<file path="config.mk">
export PLATFORM = sky130hd
export DESIGN_NAME = gtl_codir_top
export DESIGN_NICKNAME = d
export VERILOG_FILES = /design/src/design/gtl_pkg.sv /design/src/design/gtl_bit_timer.sv /design/src/design/gtl_pair_buf.sv /design/src/design/gtl_codir_top.sv
export SDC_FILE = /design/constraint.sdc
export NUM_CORES = 1
export LEC_CHECK = 0
export BUFFER_PORTS_ARGS = -buffer_cell sky130_fd_sc_hd__buf_2
export CAP_MARGIN = 10
export CELL_PAD_IN_SITES_DETAIL_PLACEMENT = 1
export CELL_PAD_IN_SITES_GLOBAL_PLACEMENT = 2
export CORE_UTILIZATION = 34
export DETAILED_ROUTE_END_ITERATION = 8
export GPL_TIMING_DRIVEN = 0
export HOLD_SLACK_MARGIN = 0.06
export PLACE_DENSITY = 0.87
export SLEW_MARGIN = 20
export SYNTH_ARGS = -nofsm -noshare
export SYNTH_HDL_FRONTEND = slang
export SYNTH_SLANG_ARGS = --single-unit
</file>
<file path="constraint.sdc">
create_clock -name CLK_SYS -period 2.25 [get_ports CLK_SYS]
set_input_delay 0.1125 -clock CLK_SYS [delete_from_list [all_inputs] [get_ports CLK_SYS]]
set_output_delay 0.1125 -clock CLK_SYS [all_outputs]
set_load 0.02 [all_outputs]
</file>
<file path="src/design/gtl_pkg.sv">
// Constants and types shared by the 64 kbps co-directional timing and loopback block.
// Assumes a single 40 MHz system clock and a synchronous, active-high reset.
//
// Notes on behaviour
// - Line channel runs only at 64 kbps; no other line rate exists.
// - No data-rate configuration input; the fixed rate ignores any such setting.
// - Octet switch off disables the marker except in minimum loopback; on produces an 8 kHz octet marker.
// - With octet timing on, mark the violation carried on bit 8 of each octet.
// - Mode switches: 00 loop, A only internal, B only minimum loopback, both dual.
// - Internal timing: transmit strobe comes from the internal divider only.
// - Loop timing: transmit strobe follows the received line strobe.
// - After reset: loop timing and octet timing enabled until switches are sampled.
// - Minimum loopback: received bit, polarity restored, latched and sent back unchanged.
// - Minimum loopback: internal-side words are still drained, then dropped.
// - Minimum loopback: line receiver keeps feeding the internal transmitter.
// - Minimum loopback: timing returned as received; line side supplies the clock.
// - Dual loopback: internal receiver words go straight back to internal transmitter.
// - Dual loopback: line receiver bits go straight back onto the line.
// - Dual loopback: each side times its own return path from its own source.

package gtl_pkg;

    // ==========================================================
    // Clock and line rate
    localparam int unsigned CLK_HZ         = 40_000_000;
    localparam int unsigned LINE_RATE_BPS  = 64_000;
    localparam int unsigned BIT_CYCLES     = CLK_HZ / LINE_RATE_BPS;   // 625 cycles a bit
    localparam int unsigned OCTET_RATE_HZ  = 8_000;
    localparam int unsigned OCTET_BITS     = LINE_RATE_BPS / OCTET_RATE_HZ;

    // ==========================================================
    // Octet framing
    localparam logic [2:0]  OCTET_MARK_POS = 3'h7;   // Bit 8, the LSB, of each octet
    localparam logic        IDLE_BIT       = 1'b1;   // Sent on the line when nothing waits

    // ==========================================================
    // Buffering
    localparam int unsigned BUF_DEPTH      = 2;
    localparam int unsigned BUF_WIDTH      = 1;

    // ==========================================================
    // Modes, Gray coded along loop, internal, dual, minimum
    typedef enum logic [1:0] {
        GTL_LOOP     = 2'h0,
        GTL_INTERNAL = 2'h1,
        GTL_DUAL_LB  = 2'h3,
        GTL_MIN_LB   = 2'h2
    } gtl_mode_t;

    // ==========================================================
    // Reset values
    localparam gtl_mode_t   RST_MODE       = GTL_LOOP;
    localparam logic        RST_OCTET_EN   = 1'b1;

endpackage : gtl_pkg

</file>
<file path="src/design/gtl_bit_timer.sv">
// Internal bit-rate divider: one-cycle tick every CYCLES system clocks.
// Assumes one system clock and a synchronous, active-high reset.
`timescale 1ns/100ps
`default_nettype none

module gtl_bit_timer #(
    parameter int unsigned CYCLES = gtl_pkg::BIT_CYCLES
) (
    // Clock and reset
    input  wire logic clk,
    input  wire logic rst,
    // Rate enable
    output logic      tick
);

    localparam int unsigned CW = $clog2(CYCLES);

    typedef struct packed {
        logic [CW-1:0] cnt;
        logic          tick;
    } gtl_tmr_t;

    gtl_tmr_t s_ff;
    gtl_tmr_t nxt_s;

    // ==========================================================
    // Divider
    // Fixed terminal count: no rate setting can reach it
    always_comb begin
        nxt_s      = s_ff;
        nxt_s.tick = 1'b0;
        if (s_ff.cnt == CW'(CYCLES - 1)) begin
            nxt_s.cnt  = '0;
            nxt_s.tick = 1'b1;
        end else begin
            nxt_s.cnt = s_ff.cnt + CW'(1);
        end
    end

    // State register
    always_ff @(posedge clk) begin
        if (rst) begin
            s_ff <= '0;
        end else begin
            s_ff <= nxt_s;
        end
    end

    assign tick = s_ff.tick;

endmodule : gtl_bit_timer
`default_nettype wire

</file>
<file path="src/design/gtl_pair_buf.sv">
// Small FIFO with valid/ready on both sides; two entries by default.
// Assumes one system clock and a synchronous, active-high reset.
`timescale 1ns/100ps
`default_nettype none

module gtl_pair_buf #(
    parameter int unsigned WIDTH = gtl_pkg::BUF_WIDTH,
    parameter int unsigned DEPTH = gtl_pkg::BUF_DEPTH
) (
    // Clock and reset
    input  wire logic             clk,
    input  wire logic             rst,
    // Filling side
    input  wire logic             in_valid,
    input  wire logic [WIDTH-1:0] in_data,
    output logic                  in_ready,
    // Draining side
    output logic                  out_valid,
    output logic      [WIDTH-1:0] out_data,
    input  wire logic             out_ready
);

    localparam int unsigned PW = (DEPTH > 1) ? $clog2(DEPTH) : 1;
    localparam int unsigned NW = $clog2(DEPTH + 1);

    typedef struct packed {
        logic [DEPTH-1:0][WIDTH-1:0] mem;
        logic [PW-1:0]               wr_ptr;
        logic [PW-1:0]               rd_ptr;
        logic [NW-1:0]               count;
        logic                        in_ready;
    } gtl_buf_t;

    gtl_buf_t s_ff;
    gtl_buf_t nxt_s;
    logic     do_wr;
    logic     do_rd;

    // ==========================================================
    // Pointers and count
    // Ready is registered, so a full buffer refuses one cycle longer at worst
    always_comb begin
        nxt_s = s_ff;
        do_wr = in_valid && s_ff.in_ready;
        do_rd = out_ready && (s_ff.count != '0);
        if (do_wr) begin
            nxt_s.mem[s_ff.wr_ptr] = in_data;
            nxt_s.wr_ptr = (s_ff.wr_ptr == PW'(DEPTH - 1)) ? '0 : s_ff.wr_ptr + PW'(1);
        end
        if (do_rd) begin
            nxt_s.rd_ptr = (s_ff.rd_ptr == PW'(DEPTH - 1)) ? '0 : s_ff.rd_ptr + PW'(1);
        end
        if (do_wr && !do_rd) begin
            nxt_s.count = s_ff.count + NW'(1);
        end else if (do_rd && !do_wr) begin
            nxt_s.count = s_ff.count - NW'(1);
        end
        nxt_s.in_ready = (nxt_s.count != NW'(DEPTH));
    end

    // State register
    always_ff @(posedge clk) begin
        if (rst) begin
            s_ff          <= '0;
            s_ff.in_ready <= 1'b1;
        end else begin
            s_ff <= nxt_s;
        end
    end

    assign in_ready  = s_ff.in_ready;
    assign out_valid = (s_ff.count != '0);
    assign out_data  = s_ff.mem[s_ff.rd_ptr];

endmodule : gtl_pair_buf
`default_nettype wire

</file>
<file path="src/design/gtl_codir_top.sv">
// Timing and loopback control between a 64 kbps co-directional line and the
// internal Differential Manchester link. Bits on both sides are already decoded.
// Assumes line receive bits arrive with a one-cycle strobe from the line clock
// recovery, and that the internal side uses valid/ready handshakes.
`timescale 1ns/100ps
`default_nettype none

module gtl_codir_top (
    // Clock and reset
    input  wire logic CLK_SYS,
    input  wire logic SYS_RST,
    // Timing selection switches
    input  wire logic OCTET_TIMING_SWITCH,
    input  wire logic TIMING_MODE_SWITCH_A,
    input  wire logic TIMING_MODE_SWITCH_B,
    // Line receiver (decoded)
    input  wire logic LINE_RX_STB,
    input  wire logic LINE_RX_BIT,
    input  wire logic LINE_RX_POL_INV,
    input  wire logic LINE_RX_VIOL,
    // Line transmitter (to encoder)
    output logic      LINE_TX_STB,
    output logic      LINE_TX_BIT,
    output logic      LINE_TX_OCTET,
    // Differential Manchester receiver side
    input  wire logic DM_RX_VALID,
    input  wire logic DM_RX_BIT,
    output logic      DM_RX_READY,
    // Differential Manchester transmitter side
    output logic      DM_TX_VALID,
    output logic      DM_TX_BIT,
    input  wire logic DM_TX_READY,
    // Status
    output logic [1:0] MODE_ACTIVE,
    output logic      DM_TX_OVERRUN
);

    typedef struct packed {
        gtl_pkg::gtl_mode_t mode;
        logic               octet_en;
        logic [2:0]         bit_cnt;
        logic               tx_stb;
        logic               tx_bit;
        logic               tx_octet;
        logic               dmtx_valid;
        logic               dmtx_bit;
        logic               overrun;
    } gtl_top_t;

    gtl_top_t s_ff;
    gtl_top_t nxt_s;

    logic tick_int;
    logic tx_stb_src;
    logic rx_bit_fixed;
    logic buf_in_ready;
    logic buf_out_valid;
    logic buf_out_data;
    logic buf_out_ready;

    // ==========================================================
    // Internal bit timer, fixed at the line rate; there is no rate input at all
    gtl_bit_timer #(
        .CYCLES (gtl_pkg::BIT_CYCLES)
    ) u_timer (
        .clk  (CLK_SYS),
        .rst  (SYS_RST),
        .tick (tick_int)
    );

    // ==========================================================
    // Buffer between internal receiver and line transmitter
    // Drains once per line bit outside dual loopback, so the internal receiver is stalled through DM_RX_READY
    gtl_pair_buf #(
        .WIDTH (gtl_pkg::BUF_WIDTH),
        .DEPTH (gtl_pkg::BUF_DEPTH)
    ) u_buf (
        .clk       (CLK_SYS),
        .rst       (SYS_RST),
        .in_valid  (DM_RX_VALID),
        .in_data   (DM_RX_BIT),
        .in_ready  (buf_in_ready),
        .out_valid (buf_out_valid),
        .out_data  (buf_out_data),
        .out_ready (buf_out_ready)
    );

    // ==========================================================
    // Timing source and polarity restore
    // Only internal mode times from the divider; every other mode returns line timing
    assign tx_stb_src   = (s_ff.mode == gtl_pkg::GTL_INTERNAL) ? tick_int
                                                               : LINE_RX_STB;
    assign rx_bit_fixed = LINE_RX_BIT ^ LINE_RX_POL_INV;

    // Drain control for the buffer
    always_comb begin
        unique case (s_ff.mode)
            gtl_pkg::GTL_DUAL_LB:  buf_out_ready = !s_ff.dmtx_valid || DM_TX_READY;
            gtl_pkg::GTL_MIN_LB:   buf_out_ready = tx_stb_src;
            gtl_pkg::GTL_LOOP,
            gtl_pkg::GTL_INTERNAL: buf_out_ready = tx_stb_src;
        endcase
    end

    // ==========================================================
    // Next state
    always_comb begin
        nxt_s          = s_ff;
        nxt_s.tx_stb   = 1'b0;
        nxt_s.overrun  = 1'b0;
        // Switches are static straps but are resampled so a change takes effect
        nxt_s.mode     = gtl_pkg::gtl_mode_t'({TIMING_MODE_SWITCH_B,
                                               TIMING_MODE_SWITCH_A});
        nxt_s.octet_en = OCTET_TIMING_SWITCH;

        // Line transmit path
        if (tx_stb_src) begin
            nxt_s.tx_stb  = 1'b1;
            nxt_s.bit_cnt = s_ff.bit_cnt + 3'h1;
            nxt_s.tx_octet = s_ff.octet_en
                          && (s_ff.bit_cnt == gtl_pkg::OCTET_MARK_POS);
            unique case (s_ff.mode)
                gtl_pkg::GTL_MIN_LB: begin
                    // Unprocessed return: violations go back as received
                    nxt_s.tx_bit   = rx_bit_fixed;
                    nxt_s.tx_octet = LINE_RX_VIOL;
                end
                gtl_pkg::GTL_DUAL_LB: begin
                    nxt_s.tx_bit = rx_bit_fixed;
                end
                gtl_pkg::GTL_LOOP,
                gtl_pkg::GTL_INTERNAL: begin
                    nxt_s.tx_bit = buf_out_valid ? buf_out_data
                                                 : gtl_pkg::IDLE_BIT;
                end
            endcase
        end

        // Internal transmit path; accepted word frees the slot first
        if (s_ff.dmtx_valid && DM_TX_READY) begin
            nxt_s.dmtx_valid = 1'b0;
        end
        if (s_ff.mode == gtl_pkg::GTL_DUAL_LB) begin
            if (buf_out_valid && buf_out_ready) begin
                nxt_s.dmtx_valid = 1'b1;
                nxt_s.dmtx_bit   = buf_out_data;
            end
        end else if (LINE_RX_STB) begin
            // A bit still unaccepted is overwritten; the loss is flagged
            nxt_s.overrun    = s_ff.dmtx_valid && !DM_TX_READY;
            nxt_s.dmtx_valid = 1'b1;
            nxt_s.dmtx_bit   = rx_bit_fixed;
        end
    end

    // ==========================================================
    // State register
    always_ff @(posedge CLK_SYS) begin
        if (SYS_RST) begin
            s_ff          <= '0;
            s_ff.mode     <= gtl_pkg::RST_MODE;
            s_ff.octet_en <= gtl_pkg::RST_OCTET_EN;
        end else begin
            s_ff <= nxt_s;
        end
    end

    // Outputs, all from flops
    assign LINE_TX_STB   = s_ff.tx_stb;
    assign LINE_TX_BIT   = s_ff.tx_bit;
    assign LINE_TX_OCTET = s_ff.tx_octet;
    assign DM_TX_VALID   = s_ff.dmtx_valid;
    assign DM_TX_BIT     = s_ff.dmtx_bit;
    assign DM_RX_READY   = buf_in_ready;
    assign MODE_ACTIVE   = s_ff.mode;
    assign DM_TX_OVERRUN = s_ff.overrun;

    // ==========================================================
    // Checks
    // Helper: cycles since the last internal tick
    logic [9:0] gap_cnt_ff;
    logic       gap_seen_ff;

    always_ff @(posedge CLK_SYS) begin
        if (SYS_RST) begin
            gap_cnt_ff  <= 10'h000;
            gap_seen_ff <= 1'b0;
        end else if (tick_int) begin
            gap_cnt_ff  <= 10'h000;
            gap_seen_ff <= 1'b1;
        end else begin
            gap_cnt_ff  <= gap_cnt_ff + 10'h001;
        end
    end

    rate_fixed_a: assert property (@(posedge CLK_SYS) disable iff (SYS_RST)
        tick_int && gap_seen_ff |-> gap_cnt_ff == 10'(gtl_pkg::BIT_CYCLES - 1))
        else $error("internal bit tick spacing wrong");

    mode_decode_a: assert property (@(posedge CLK_SYS) disable iff (SYS_RST)
        ##1 MODE_ACTIVE == {$past(TIMING_MODE_SWITCH_B), $past(TIMING_MODE_SWITCH_A)})
        else $error("mode does not follow switches");

    reset_default_a: assert property (@(posedge CLK_SYS)
        SYS_RST |=> s_ff.mode == gtl_pkg::GTL_LOOP && s_ff.octet_en)
        else $error("reset defaults wrong");

    octet_mark_a: assert property (@(posedge CLK_SYS) disable iff (SYS_RST)
        tx_stb_src && s_ff.mode != gtl_pkg::GTL_MIN_LB
        |=> LINE_TX_OCTET == ($past(s_ff.octet_en)
                              && $past(s_ff.bit_cnt) == gtl_pkg::OCTET_MARK_POS))
        else $error("octet marker misplaced");

    // The marker holds between strobes, so only a fresh strobe must be clear
    octet_off_a: assert property (@(posedge CLK_SYS) disable iff (SYS_RST)
        !s_ff.octet_en && s_ff.mode != gtl_pkg::GTL_MIN_LB
        |=> !(LINE_TX_STB && LINE_TX_OCTET))
        else $error("octet marker while disabled");

    internal_timing_a: assert property (@(posedge CLK_SYS) disable iff (SYS_RST)
        s_ff.mode == gtl_pkg::GTL_INTERNAL |=> LINE_TX_STB == $past(tick_int))
        else $error("internal timing not from divider");

    loop_timing_a: assert property (@(posedge CLK_SYS) disable iff (SYS_RST)
        s_ff.mode != gtl_pkg::GTL_INTERNAL |=> LINE_TX_STB == $past(LINE_RX_STB))
        else $error("line timing not returned");

    min_loop_data_a: assert property (@(posedge CLK_SYS) disable iff (SYS_RST)
        s_ff.mode == gtl_pkg::GTL_MIN_LB && LINE_RX_STB
        |=> LINE_TX_BIT == $past(rx_bit_fixed) && LINE_TX_OCTET == $past(LINE_RX_VIOL))
        else $error("minimum loopback data altered");

    min_loop_drop_a: assert property (@(posedge CLK_SYS) disable iff (SYS_RST)
        s_ff.mode == gtl_pkg::GTL_MIN_LB && buf_out_valid && tx_stb_src
        |-> buf_out_ready
        ##1 (LINE_TX_BIT == $past(rx_bit_fixed) && DM_TX_BIT == $past(rx_bit_fixed)))
        else $error("internal data leaked in minimum loopback");

    rx_forward_a: assert property (@(posedge CLK_SYS) disable iff (SYS_RST)
        s_ff.mode != gtl_pkg::GTL_DUAL_LB && LINE_RX_STB
        |=> DM_TX_VALID && DM_TX_BIT == $past(rx_bit_fixed))
        else $error("line bit not forwarded inward");

    dual_dm_loop_a: assert property (@(posedge CLK_SYS) disable iff (SYS_RST)
        s_ff.mode == gtl_pkg::GTL_DUAL_LB && buf_out_valid && buf_out_ready
        |=> DM_TX_VALID && DM_TX_BIT == $past(buf_out_data))
        else $error("dual loopback inner path broken");

    dual_line_loop_a: assert property (@(posedge CLK_SYS) disable iff (SYS_RST)
        s_ff.mode == gtl_pkg::GTL_DUAL_LB && LINE_RX_STB
        |=> LINE_TX_STB && LINE_TX_BIT == $past(rx_bit_fixed))
        else $error("dual loopback line path broken");

    normal_out_a: assert property (@(posedge CLK_SYS) disable iff (SYS_RST)
        s_ff.mode == gtl_pkg::GTL_LOOP && LINE_RX_STB && buf_out_valid
        |=> LINE_TX_BIT == $past(buf_out_data))
        else $error("inner data not sent on line");

    // ==========================================================
    // Handshake, idle and reset checks
    // A pending inward bit may only be replaced by a fresh line bit, and that loss is flagged
    overrun_flag_a: assert property (@(posedge CLK_SYS) disable iff (SYS_RST)
        s_ff.mode != gtl_pkg::GTL_DUAL_LB && LINE_RX_STB && DM_TX_VALID && !DM_TX_READY
        |=> DM_TX_OVERRUN)
        else $error("lost inward bit not flagged");

    dm_tx_hold_a: assert property (@(posedge CLK_SYS) disable iff (SYS_RST)
        DM_TX_VALID && !DM_TX_READY && (s_ff.mode == gtl_pkg::GTL_DUAL_LB || !LINE_RX_STB)
        |=> DM_TX_VALID && $stable(DM_TX_BIT))
        else $error("inward word dropped while stalled");

    dual_no_overrun_a: assert property (@(posedge CLK_SYS) disable iff (SYS_RST)
        s_ff.mode == gtl_pkg::GTL_DUAL_LB |=> !DM_TX_OVERRUN)
        else $error("line bit reached inner side in dual loopback");

    idle_bit_a: assert property (@(posedge CLK_SYS) disable iff (SYS_RST)
        s_ff.mode != gtl_pkg::GTL_DUAL_LB && s_ff.mode != gtl_pkg::GTL_MIN_LB
        && tx_stb_src && !buf_out_valid
        |=> LINE_TX_BIT == gtl_pkg::IDLE_BIT)
        else $error("idle bit not sent on empty buffer");

    // Refusal only ever means the buffer is holding words
    rx_refuse_a: assert property (@(posedge CLK_SYS) disable iff (SYS_RST)
        !DM_RX_READY |-> buf_out_valid)
        else $error("inward buffer refuses while empty");

    reset_quiet_a: assert property (@(posedge CLK_SYS)
        SYS_RST |=> !LINE_TX_STB && !DM_TX_VALID && !DM_TX_OVERRUN)
        else $error("outputs not quiet after reset");

    // ==========================================================
    // Covers for dual and minimum loopback, octet marker, full buffer and overrun

    cov_dual_c:    cover property (@(posedge CLK_SYS) disable iff (SYS_RST)
        s_ff.mode == gtl_pkg::GTL_DUAL_LB && buf_out_valid && buf_out_ready);
    cov_min_lb_c:  cover property (@(posedge CLK_SYS) disable iff (SYS_RST)
        s_ff.mode == gtl_pkg::GTL_MIN_LB && LINE_RX_STB && buf_out_valid);
    cov_octet_c:   cover property (@(posedge CLK_SYS) disable iff (SYS_RST)
        LINE_TX_STB && LINE_TX_OCTET);
    cov_full_c:    cover property (@(posedge CLK_SYS) disable iff (SYS_RST)
        DM_RX_VALID && !DM_RX_READY);
    cov_overrun_c: cover property (@(posedge CLK_SYS) disable iff (SYS_RST)
        DM_TX_OVERRUN);

endmodule : gtl_codir_top
`default_nettype wire

</file>
==> impl_metrics.env, run 1 <==
export IMPL_clk_transition_reported_paths_ns=0.06
export IMPL_run_status="finished, final reports clean"
export IMPL_yosysMostFrequentCell="sky130_fd_sc_hd__dfxtp_1"
export IMPL_final_layout_size_suffix_gt1_share_pct=23.1
export IMPL_final_nets=189
export IMPL_drt_iter0_markers=40
export IMPL_p_comb_share_pct=23.1
export IMPL_ys_types=39
export IMPL_setup_buffers_after_cts=0
export IMPL_grt_setup_unrepaired="no"
export IMPL_share_seq_of_total_power_pct=44.6
export IMPL_via_count=1106
export IMPL_ant_nets=0
export IMPL_netlist_top_cells_area="sky130_fd_sc_hd__dfxtp_1, sky130_fd_sc_hd__nor2_1, sky130_fd_sc_hd__xor2_1"
export IMPL_synth_edff_count=0
export IMPL_syn_inst=143
export IMPL_grt_met1_usage_pct=18.1
export IMPL_grt_pass1_vias=1122
export IMPL_dieWidth_um=65.1
export IMPL_grt_met3_usage_pct=5.63
export IMPL_finalClockSkew_ns=0.00504
export IMPL_h_tree_lvl_count=2
export IMPL_place_ws_ns=0.337
export IMPL_ys_warn_count=0
export IMPL_final_max_slew_violation_count=0
export IMPL_timing_worst_setup_path_type="reg -> reg"
export IMPL_hold_viol=0
export IMPL_peak_freq_mhz=504
export IMPL_critical_path_cell_with_the_highest_stage_delay="sky130_fd_sc_hd__or3b_2"
export IMPL_crit_path_max_fanout=9
export IMPL_clock_sinks=30
export IMPL_min_delay_path_class="in -> reg"
export IMPL_crit_arrival_ns=2.17
export IMPL_synth_net_count=160
export IMPL_dieArea_mm2=0.00423
export IMPL_clock_root_buffer="sky130_fd_sc_hd__clkbuf_8"
export IMPL_worstMarginPinSlew_ns=0.580
export IMPL_top_level_ports=21
export IMPL_placeable_core_region_mm2=0.00374
export IMPL_placed_cell_area_mm2=0.00151
export IMPL_crit_path_end_kind="flop"
export IMPL_path_delay_family="compound AO/OA/AOI/OAI gates"
export IMPL_io_buf_count=20
export IMPL_critPathLaunchType="flop"
export IMPL_setup_viol=0
export IMPL_vias_per_cell=5.00
export IMPL_fin_total_pwr_mw=1.39
export IMPL_insertion_delay_ns=0.28
export IMPL_tritoncts_num_buffers=5
export IMPL_grt_use_met2_pct=25.9
export IMPL_synth_top_cell_area_share_pct=44.4
export IMPL_setup_tns_ns=0
export IMPL_synthToLayoutAreaGrowth_pct=20.1
export IMPL_wirelength_um=2930
export IMPL_critical_path_max_stage_delay_ns=0.52
export IMPL_async_reset_ff_share_pct=0
export IMPL_finish_utilization_pct=43.4
export IMPL_dominantRegCellSynth="sky130_fd_sc_hd__dfxtp_1"
export IMPL_p_sw_share_pct=29.7
export IMPL_power_switching_mw=0.414
export IMPL_post_synthesis_sequential_area_ratio_pct=44.4
export IMPL_maxCapViolCount=0
export IMPL_cp_required_ns=2.43
export IMPL_busiest_layer="met2"
export IMPL_firstDrtPassIters=4
export IMPL_synth_top_cells_by_count="sky130_fd_sc_hd__dfxtp_1, sky130_fd_sc_hd__nor2_1, sky130_fd_sc_hd__nand2_1, sky130_fd_sc_hd__inv_1, sky130_fd_sc_hd__xor2_1"
export IMPL_yosys_register_bits=30
export IMPL_tritoncts="done"
export IMPL_p_leak_nw=0.724
export IMPL_grtUsageTotal_pct=16.0
export IMPL_p_int_mw=0.980
export IMPL_route_detailed_drc=0
export IMPL_routed_wire_length_per_instance_um=13.3
export IMPL_num_fill_cells=458
export IMPL_synthesis_area_per_instance_um2=9.46
export IMPL_die_height_um=65.1
export IMPL_clock_tree_buffer_depth=2
export IMPL_ir_drop_v=0.000361
export IMPL_row_count=22
export IMPL_period_minus_slack_ns=1.99
export IMPL_worst_path_buf_inv=1
export IMPL_clock_power_share_pct=32.3
export IMPL_grt_first_pass_wirelength_um=4920
export IMPL_postLayoutCellArea_mm2=0.00162
export IMPL_yosysTopAreaCell="sky130_fd_sc_hd__dfxtp_1"
export IMPL_place_hpwl_um=2150
export IMPL_grt_max_degree=11
export IMPL_post_synth_instance_area_mm2=0.00135
export IMPL_start_util_pct=36.1
export IMPL_grt_antenna_before_repair=0
export IMPL_path_cells="inv_1 > ha_1 > or3b_2 > o41ai_4 > o21ai_0 > a221oi_1"
export IMPL_powerDensity_mw_per_mm2=858
export IMPL_relSlewSlack_pct=61.2
export IMPL_worst_slack_ns=0.265
export IMPL_grt_overflow_total=0
export IMPL_place_gp_congestion=0.739
export IMPL_layout_worst_path_cycle_share_pct=88.2
export IMPL_antenna_cells_inserted=0
power by group through the flow:
stage	Combinational, mW	Sequential (mW)	Clock, mW
6_report	0.322	0.622	0.450
5_1_grt	0.357	0.629	0.492
4_1_cts	0.326	0.622	0.459
3_5_place_dp	0.316	0.634	0
3_3_place_gp	0.298	0.630	0
2_1_floorplan	0.227	0.641	0
cell usage in the layout (no fill, tap or decap), types with 4 or more instances in the layout:
cell / n
sky130_fd_sc_hd__ha_1: 5
sky130_fd_sc_hd__clkbuf_8: 6
sky130_fd_sc_hd__nand3_1: 4
sky130_fd_sc_hd__dfxtp_1: 30
sky130_fd_sc_hd__nor2_1: 21
sky130_fd_sc_hd__xnor2_1: 4
sky130_fd_sc_hd__nand2_1: 9
sky130_fd_sc_hd__mux2i_1: 4
sky130_fd_sc_hd__buf_2: 20
sky130_fd_sc_hd__a21oi_1: 5
sky130_fd_sc_hd__inv_1: 8
sky130_fd_sc_hd__xor2_1: 8
sky130_fd_sc_hd__clkbuf_1: 6
path summary, 6_finish.rpt:
| path | from | slack [ns] | endpoint | cells past startpoint |
|---|---|---|---|---|
| max | u_buf.s_ff[1]$_SDFF_PP0_ | 0.26 | u_buf.s_ff[2]$_SDFF_PP0_ | 6 |
| min | TIMING_MODE_SWITCH_A | 0.06 | MODE_ACTIVE[0]$_SDFF_PP0_ | 2 |
| max reg2reg | u_buf.s_ff[1]$_SDFF_PP0_ | 0.26 | u_buf.s_ff[2]$_SDFF_PP0_ | 6 |
| min reg2reg | LINE_TX_BIT$_SDFFE_PP0P_ | 0.45 | LINE_TX_BIT$_SDFFE_PP0P_ | 2 |
routing by layer:
| metal | routed length, µm | part of all wire [%] |
|---|---|---|
| met1 | 1320 | 45 |
| met2 | 1380 | 47 |
| met3 | 137 | 4.7 |
| met4 | 99 | 3.4 |
| met5 | 0 | 0 |
layout make-up:
| cell class | count | area (µm²) | share of cell area (%) |
|---|---|---|---|
| Buffer | 7 | 33.8 | 2.08 |
| Clock buffer | 7 | 86.3 | 5.32 |
| Clock inverter | 1 | 5.00 | 0.308 |
| Inverter | 8 | 30.0 | 1.85 |
| Multi-Input combinational cell | 98 | 688 | 42.4 |
| Sequential cell | 30 | 601 | 37.0 |
| Tap cell | 48 | 60.1 | 3.70 |
| Timing Repair Buffer | 22 | 120 | 7.40 |
metrics by stage:
step	instances	hold slack [ns]
after global placement	211	0.297
after global routing	221	0.0751
after CTS	221	0.0686
after floorplan	143	0.216
final	221	0.0649
after detailed placement	211	0.298
worst register-to-register path, stage by stage (launching register included):
cell and delay (ns):
sky130_fd_sc_hd__dfxtp_1 0.33, sky130_fd_sc_hd__inv_1 0.08, sky130_fd_sc_hd__ha_1 0.28, sky130_fd_sc_hd__or3b_2 0.52
sky130_fd_sc_hd__o41ai_4 0.13, sky130_fd_sc_hd__o21ai_0 0.23, sky130_fd_sc_hd__a221oi_1 0.31
registers in the layout (all words and copies together) (netlist names):
name and cells:
DM_TX_BIT 1, DM_TX_OVERRUN 1, DM_TX_VALID 1, LINE_TX_BIT 1
LINE_TX_OCTET 1, LINE_TX_STB 1, MODE_ACTIVE 2, s_ff 4
u_buf.in_ready 1, u_buf.s_ff 6, u_timer.s_ff 10, u_timer.tick 1
cell families (layout without fill, tap and decap cells):
| logic type | count (synthesis) | in the layout | synth area share, % |
|---|---|---|---|
| AO/OA/AOI/OAI | 16 | 16 | 9.99 |
| XOR/XNOR | 13 | 13 | 9.44 |
| adder cells (fa/ha/maj) | 6 | 6 | 5.37 |
| buffers and inverters | 15 | 45 | 4.72 |
| flip-flops | 30 | 30 | 44.4 |
| multiplexers | 5 | 5 | 3.98 |
| AND/OR/NAND/NOR | 58 | 58 | 22.1 |
timing repair:
item                                   in CTS  in global routing
hold buffers                                2                  0
endpoints found under the hold margin       2                  0
gates resized for setup                     0                  0
Note: power is estimated with default switching activity, not from simulation.
==> run 2: changes to the inputs <==
==> constraint.sdc (replaced) <==
create_clock -name CLK_SYS -period 2.25 [get_ports CLK_SYS]
set_input_delay 0 -clock CLK_SYS [delete_from_list [all_inputs] [get_ports CLK_SYS]]
set_output_delay 0 -clock CLK_SYS [all_outputs]
set_load 0.02 [all_outputs]
==> impl_metrics.env, run 2 (synthesis gave the netlist of run 1 again) <==
export IMPL_run_status="finished, final reports clean"
export IMPL_fin_total_pwr_mw=1.39
export IMPL_cp_required_ns=2.43
export IMPL_antenna_cells_inserted=0
export IMPL_layout_area_seq_um2=601
export IMPL_grt_antenna_before_repair=0
export IMPL_worst_slack_ns=0.272
export IMPL_crit_path_launch="u_buf.s_ff[1]$_SDFF_PP0_"
export IMPL_io_buf_count=20
export IMPL_synthToLayoutAreaGrowth_pct=22.3
export IMPL_leading_cell_types_in_the_layout_fill_and_taps_excluded="sky130_fd_sc_hd__dfxtp_1, sky130_fd_sc_hd__nor2_1, sky130_fd_sc_hd__buf_2"
export IMPL_reg2reg_to="u_buf.s_ff[2]$_SDFF_PP0_"
export IMPL_total_instance_count_after_detailed_placement=211
export IMPL_endpoint_of_the_most_critical_setup_path="u_buf.s_ff[2]$_SDFF_PP0_"
export IMPL_grt_first_pass_wirelength_um=5000
export IMPL_critPathLaunchType="flop"
export IMPL_grt_setup_unrepaired="no"
export IMPL_start_util_pct=36.1
export IMPL_placeable_core_region_mm2=0.00374
export IMPL_relSlewSlack_pct=61.4
export IMPL_via_count=1108
export IMPL_setup_tns_ns=0
export IMPL_grt_overflow_total=0
export IMPL_layout_commonest_cell="sky130_fd_sc_hd__dfxtp_1"
export IMPL_p_leak_nw=0.736
export IMPL_reg2reg_slack_ns=0.27
export IMPL_setup_viol=0
export IMPL_vias_per_cell=4.95
export IMPL_crit_arrival_ns=2.16
export IMPL_final_nets=192
export IMPL_finalHoldWorstSlack_ns=0.0774
export IMPL_timing_worst_setup_path_type="reg -> reg"
export IMPL_period_minus_slack_ns=1.98
export IMPL_clock_sinks=30
export IMPL_row_count=22
export IMPL_p_int_mw=0.983
export IMPL_clk_transition_reported_paths_ns=0.07
export IMPL_crit_reg2reg_launch="u_buf.s_ff[1]$_SDFF_PP0_"
export IMPL_layoutNonFillerInstCount=224
export IMPL_grt_use_met2_pct=26.4
export IMPL_grtUsageTotal_pct=16.2
export IMPL_min_delay_path_class="in -> reg"
export IMPL_wirelength_um=2940
export IMPL_grt_met3_usage_pct=5.46
export IMPL_crit_path_max_fanout=9
export IMPL_crit_path_end_kind="flop"
export IMPL_power_switching_mw=0.409
export IMPL_largest_register="u_timer.s_ff"
export IMPL_final_layout_size_suffix_gt1_share_pct=22.7
export IMPL_grt_pass1_vias=1142
export IMPL_peak_freq_mhz=506
export IMPL_dieWidth_um=65.1
export IMPL_h_tree_lvl_count=2
export IMPL_reg2reg_depth=6
export IMPL_worstMarginPinSlew_ns=0.578
export IMPL_layout_worst_path_cycle_share_pct=87.9
export IMPL_p_sw_share_pct=29.4
export IMPL_p_comb_share_pct=23.4
export IMPL_multi_input_comb_area_um2=688
export IMPL_maxCapViolCount=0
export IMPL_place_hpwl_um=2150
export IMPL_place_ws_ns=0.337
export IMPL_powerDensity_mw_per_mm2=842
export IMPL_ctsResizeCount=0
export IMPL_dieArea_mm2=0.00423
export IMPL_place_gp_congestion=0.739
export IMPL_final_max_slew_violation_count=0
export IMPL_insertion_delay_ns=0.28
export IMPL_num_fill_cells=455
export IMPL_clock_power_share_pct=32.0
export IMPL_finalClockSkew_ns=0.00461
export IMPL_die_height_um=65.1
export IMPL_grt_max_degree=11
export IMPL_top_level_ports=21
export IMPL_drt_iter0_markers=56
export IMPL_route_detailed_drc=0
export IMPL_ant_nets=0
export IMPL_busiest_layer="met2"
export IMPL_largest_register_ff_count=10
export IMPL_tritoncts_num_buffers=5
export IMPL_largest_registers="u_timer.s_ff (10), u_buf.s_ff (6), s_ff (4)"
export IMPL_share_seq_of_total_power_pct=44.7
export IMPL_routed_wire_length_per_instance_um=13.1
export IMPL_firstDrtPassIters=4
export IMPL_clock_tree_buffer_depth=2
export IMPL_clock_root_buffer="sky130_fd_sc_hd__clkbuf_8"
export IMPL_hold_viol=0
export IMPL_tritoncts="done"
export IMPL_ir_drop_v=0.000360
export IMPL_grt_met1_usage_pct=18.5
[run 2: changes by cell type in the layout (fill, tap and decap cells not counted)]
cell,before,now
sky130_fd_sc_hd__dlygate4sd3_1,2,5
[run 2: layout make-up]
class	instances	share of cell area [%]
inverter	8	1.82
multi-input combinational	98	41.6
timing repair buffer	25	9.08
clock buffer	7	5.22
clock inverter	1	0.303
sequential	30	36.3
buffer	7	2.04
tap	48	3.63
[run 2: repair_timing]
action                                 4_1_cts  5_1_grt
endpoints found under the hold margin        6        0
hold buffers                                 5        0
setup buffers                                0        0
[run 2: routing by layer]
metal	up-vias	routed length, µm
met5	-	0
met4	0	98
met3	9	115
met2	26	1390
met1	527	1340
li1	546	-
[run 2: power by group through the flow]
| stage | clock, mW | combinational [mW] | sequential [mW] |
|---|---|---|---|
| final | 0.445 | 0.325 | 0.622 |
| after global placement | 0 | 0.298 | 0.630 |
| after floorplan | 0 | 0.227 | 0.641 |
| after CTS | 0.459 | 0.330 | 0.622 |
| after detailed placement | 0 | 0.316 | 0.634 |
| after global routing | 0.492 | 0.361 | 0.629 |
[run 2: worst min-delay path by stage]
stage                                     to  cells past startpoint           startpoint
finish              DM_TX_OVERRUN$_SDFF_PP0_                      3          DM_TX_READY
global route        DM_TX_OVERRUN$_SDFF_PP0_                      3          DM_TX_READY
CTS                 DM_TX_OVERRUN$_SDFF_PP0_                      3          DM_TX_READY
detailed placement        s_ff[9]$_SDFF_PP1_                      2  OCTET_TIMING_SWITCH
global placement          s_ff[9]$_SDFF_PP1_                      2  OCTET_TIMING_SWITCH
floorplan                 s_ff[9]$_SDFF_PP1_                      1  OCTET_TIMING_SWITCH
[run 2: metrics by stage]
stage          area [µm²]  util, %
2_1_floorplan        1350        -
3_3_place_gp         1510     40.4
3_5_place_dp         1510     40.4
4_1_cts              1650     44.2
5_1_grt              1650     44.2
6_report             1650     44.2
[run 2: critical path, stage by stage, from the launching register on]
cell	delay (ns)
sky130_fd_sc_hd__dfxtp_1	0.33
sky130_fd_sc_hd__inv_1	0.08
sky130_fd_sc_hd__ha_1	0.28
sky130_fd_sc_hd__or3b_2	0.52
sky130_fd_sc_hd__o41ai_4	0.13
sky130_fd_sc_hd__o21ai_0	0.23
sky130_fd_sc_hd__a221oi_1	0.31
==> run 3: changes to the inputs <==
--- a/config.mk
+++ b/config.mk
@@ -9,11 +9,11 @@
 export CAP_MARGIN = 10
 export CELL_PAD_IN_SITES_DETAIL_PLACEMENT = 1
 export CELL_PAD_IN_SITES_GLOBAL_PLACEMENT = 2
-export CORE_UTILIZATION = 34
+export CORE_UTILIZATION = 36
 export DETAILED_ROUTE_END_ITERATION = 8
 export GPL_TIMING_DRIVEN = 0
 export HOLD_SLACK_MARGIN = 0.06
-export PLACE_DENSITY = 0.87
+export PLACE_DENSITY = 0.91
 export SLEW_MARGIN = 20
 export SYNTH_ARGS = -nofsm -noshare
 export SYNTH_HDL_FRONTEND = slang
==> constraint.sdc (replaced) <==
create_clock -name CLK_SYS -period 2.4 [get_ports CLK_SYS]
set_input_delay 0 -clock CLK_SYS [delete_from_list [all_inputs] [get_ports CLK_SYS]]
set_output_delay 0 -clock CLK_SYS [all_outputs]
set_load 0.02 [all_outputs]
==> impl_metrics.env, run 3 (synthesis gave the netlist of run 1 again) <==
export IMPL_finalHoldWorstSlack_ns=0.100
export IMPL_wirelength_um=2850
export IMPL_peak_freq_mhz=526
export IMPL_crit_path_end_kind="flop"
export IMPL_critical_path_max_stage_delay_ns=0.52
export IMPL_clock_root_buffer="sky130_fd_sc_hd__clkbuf_8"
export IMPL_critical_path_cell_with_the_highest_stage_delay="sky130_fd_sc_hd__or3b_2"
export IMPL_drt_iter0_markers=30
export IMPL_p_leak_nw=0.743
export IMPL_insertion_delay_ns=0.28
export IMPL_vias_per_cell=4.78
export IMPL_place_hpwl_um=2160
export IMPL_final_layout_size_suffix_gt1_share_pct=22.6
export IMPL_top_level_ports=21
export IMPL_setup_buffers_after_cts=0
export IMPL_routed_wire_length_per_instance_um=12.8
export IMPL_io_buf_count=20
export IMPL_setup_viol=0
export IMPL_busiest_layer="met2"
export IMPL_grt_max_degree=11
export IMPL_largest_register_ff_count=10
export IMPL_ant_nets=0
export IMPL_final_max_slew_violation_count=0
export IMPL_clock_sinks=30
export IMPL_worst_slack_ns=0.498
export IMPL_tritoncts="done"
export IMPL_largest_register="u_timer.s_ff"
export IMPL_crit_arrival_ns=2.12
export IMPL_grt_overflow_total=0
export IMPL_dieArea_mm2=0.00401
export IMPL_dieWidth_um=63.3
export IMPL_tritoncts_num_buffers=5
export IMPL_leading_cell_types_in_the_layout_fill_and_taps_excluded="sky130_fd_sc_hd__dfxtp_1, sky130_fd_sc_hd__nor2_1, sky130_fd_sc_hd__buf_2"
export IMPL_hold_viol=0
export IMPL_ctsResizeCount=0
export IMPL_grtUsageTotal_pct=16.2
export IMPL_place_gp_congestion=0.792
export IMPL_powerDensity_mw_per_mm2=776
export IMPL_crit_path_max_fanout=9
export IMPL_worstMarginPinSlew_ns=0.577
export IMPL_path_cells="inv_1 > ha_1 > or3b_2 > o41ai_4 > xnor3_1 > nor2_1"
export IMPL_largest_registers="u_timer.s_ff (10), u_buf.s_ff (6), s_ff (4)"
export IMPL_run_status="finished, final reports clean"
export IMPL_timing_worst_setup_path_type="reg -> reg"
export IMPL_synthToLayoutAreaGrowth_pct=22.8
export IMPL_place_ws_ns=0.492
export IMPL_clk_transition_reported_paths_ns=0.06
export IMPL_clock_tree_buffer_depth=2
export IMPL_final_nets=193
export IMPL_h_tree_lvl_count=2
export IMPL_route_detailed_drc=0
export IMPL_grt_setup_unrepaired="no"
export IMPL_critPathLaunchType="flop"
export IMPL_layout_worst_path_cycle_share_pct=79.3
export IMPL_finalClockSkew_ns=0.00750
export IMPL_grt_met1_usage_pct=16.8
export IMPL_placeable_core_region_mm2=0.00347
export IMPL_num_fill_cells=423
export IMPL_grt_use_met2_pct=29.0
export IMPL_grt_met3_usage_pct=6.52
export IMPL_ir_drop_v=0.000284
export IMPL_layout_commonest_cell="sky130_fd_sc_hd__dfxtp_1"
export IMPL_antenna_cells_inserted=0
export IMPL_cp_required_ns=2.62
export IMPL_setup_tns_ns=0
export IMPL_firstDrtPassIters=3
export IMPL_period_minus_slack_ns=1.90
export IMPL_die_height_um=63.3
export IMPL_grt_antenna_before_repair=0
export IMPL_via_count=1065
export IMPL_row_count=21
export IMPL_maxCapViolCount=0
export IMPL_path_delay_family="simple AND/OR/NAND/NOR gates"
export IMPL_grt_pass1_vias=1118
export IMPL_start_util_pct=39.0
export IMPL_relSlewSlack_pct=61.4
export IMPL_worst_path_buf_inv=1
export IMPL_min_delay_path_class="in -> reg"
export IMPL_grt_first_pass_wirelength_um=4900
## run 3: layout make-up
type                            count  area [µm²]  share of cell area, %
Multi-Input combinational cell     98         688                   41.4
Sequential cell                    30         601                   36.1
Clock buffer                        7        86.3                   5.20
Timing Repair Buffer               26         160                   9.64
Inverter                            8        30.0                   1.81
Tap cell                           46        57.6                   3.46
Clock inverter                      1        5.00                  0.301
Buffer                              7        33.8                   2.03
## run 3: repair_timing
action	CTS	global route
endpoints found under the setup margin	0	0
hold buffers	6	0
endpoints found under the hold margin	6	0
## run 3: stage by stage
| step | util, % | area (µm²) | cells | power, mW |
|---|---|---|---|---|
| 3_5_place_dp | 43.5 | 1510 | 209 | 0.890 |
| 5_1_grt | 47.9 | 1660 | 223 | 1.38 |
| 4_1_cts | 47.9 | 1660 | 223 | 1.31 |
| 2_1_floorplan | - | 1350 | 143 | 0.814 |
| 3_3_place_gp | 43.5 | 1510 | 209 | 0.869 |
| 6_report | 47.9 | 1660 | 223 | 1.29 |
## run 3: where the power goes
part	leakage, nW	internal [mW]	switching (mW)	total [mW]
logic	0.449	0.143	0.156	0.298
registers	0.246	0.547	0.0346	0.582
clock network	0.0482	0.231	0.178	0.409
## run 3: layer usage
layer	vias up	share of wire (%)
met5	-	0
met4	0	1.5
met3	5	4.5
met2	19	52
met1	494	42
li1	547	-
## run 3: path summary, 6_finish.rpt
path,from,endpoint,slack (ns),cells past startpoint
setup / recovery,u_buf.s_ff[1]$_SDFF_PP0_,u_buf.s_ff[1]$_SDFF_PP0_,0.50,6
hold reg to reg,LINE_TX_BIT$_SDFFE_PP0P_,LINE_TX_BIT$_SDFFE_PP0P_,0.46,2
hold / removal,DM_RX_VALID,u_buf.s_ff[6]$_SDFFE_PP0P_,0.10,4
setup reg to reg,u_buf.s_ff[1]$_SDFF_PP0_,u_buf.s_ff[1]$_SDFF_PP0_,0.50,6
## run 3: worst register-to-register path: cells and delay by family (launching register included)
family	cells	cell delay, ns
AO/OA/AOI/OAI	1	0.13
XOR/XNOR	1	0.43
adder cells (fa/ha/maj)	1	0.27
buffers and inverters	1	0.09
flip-flops	1	0.33
AND/OR/NAND/NOR	2	0.60
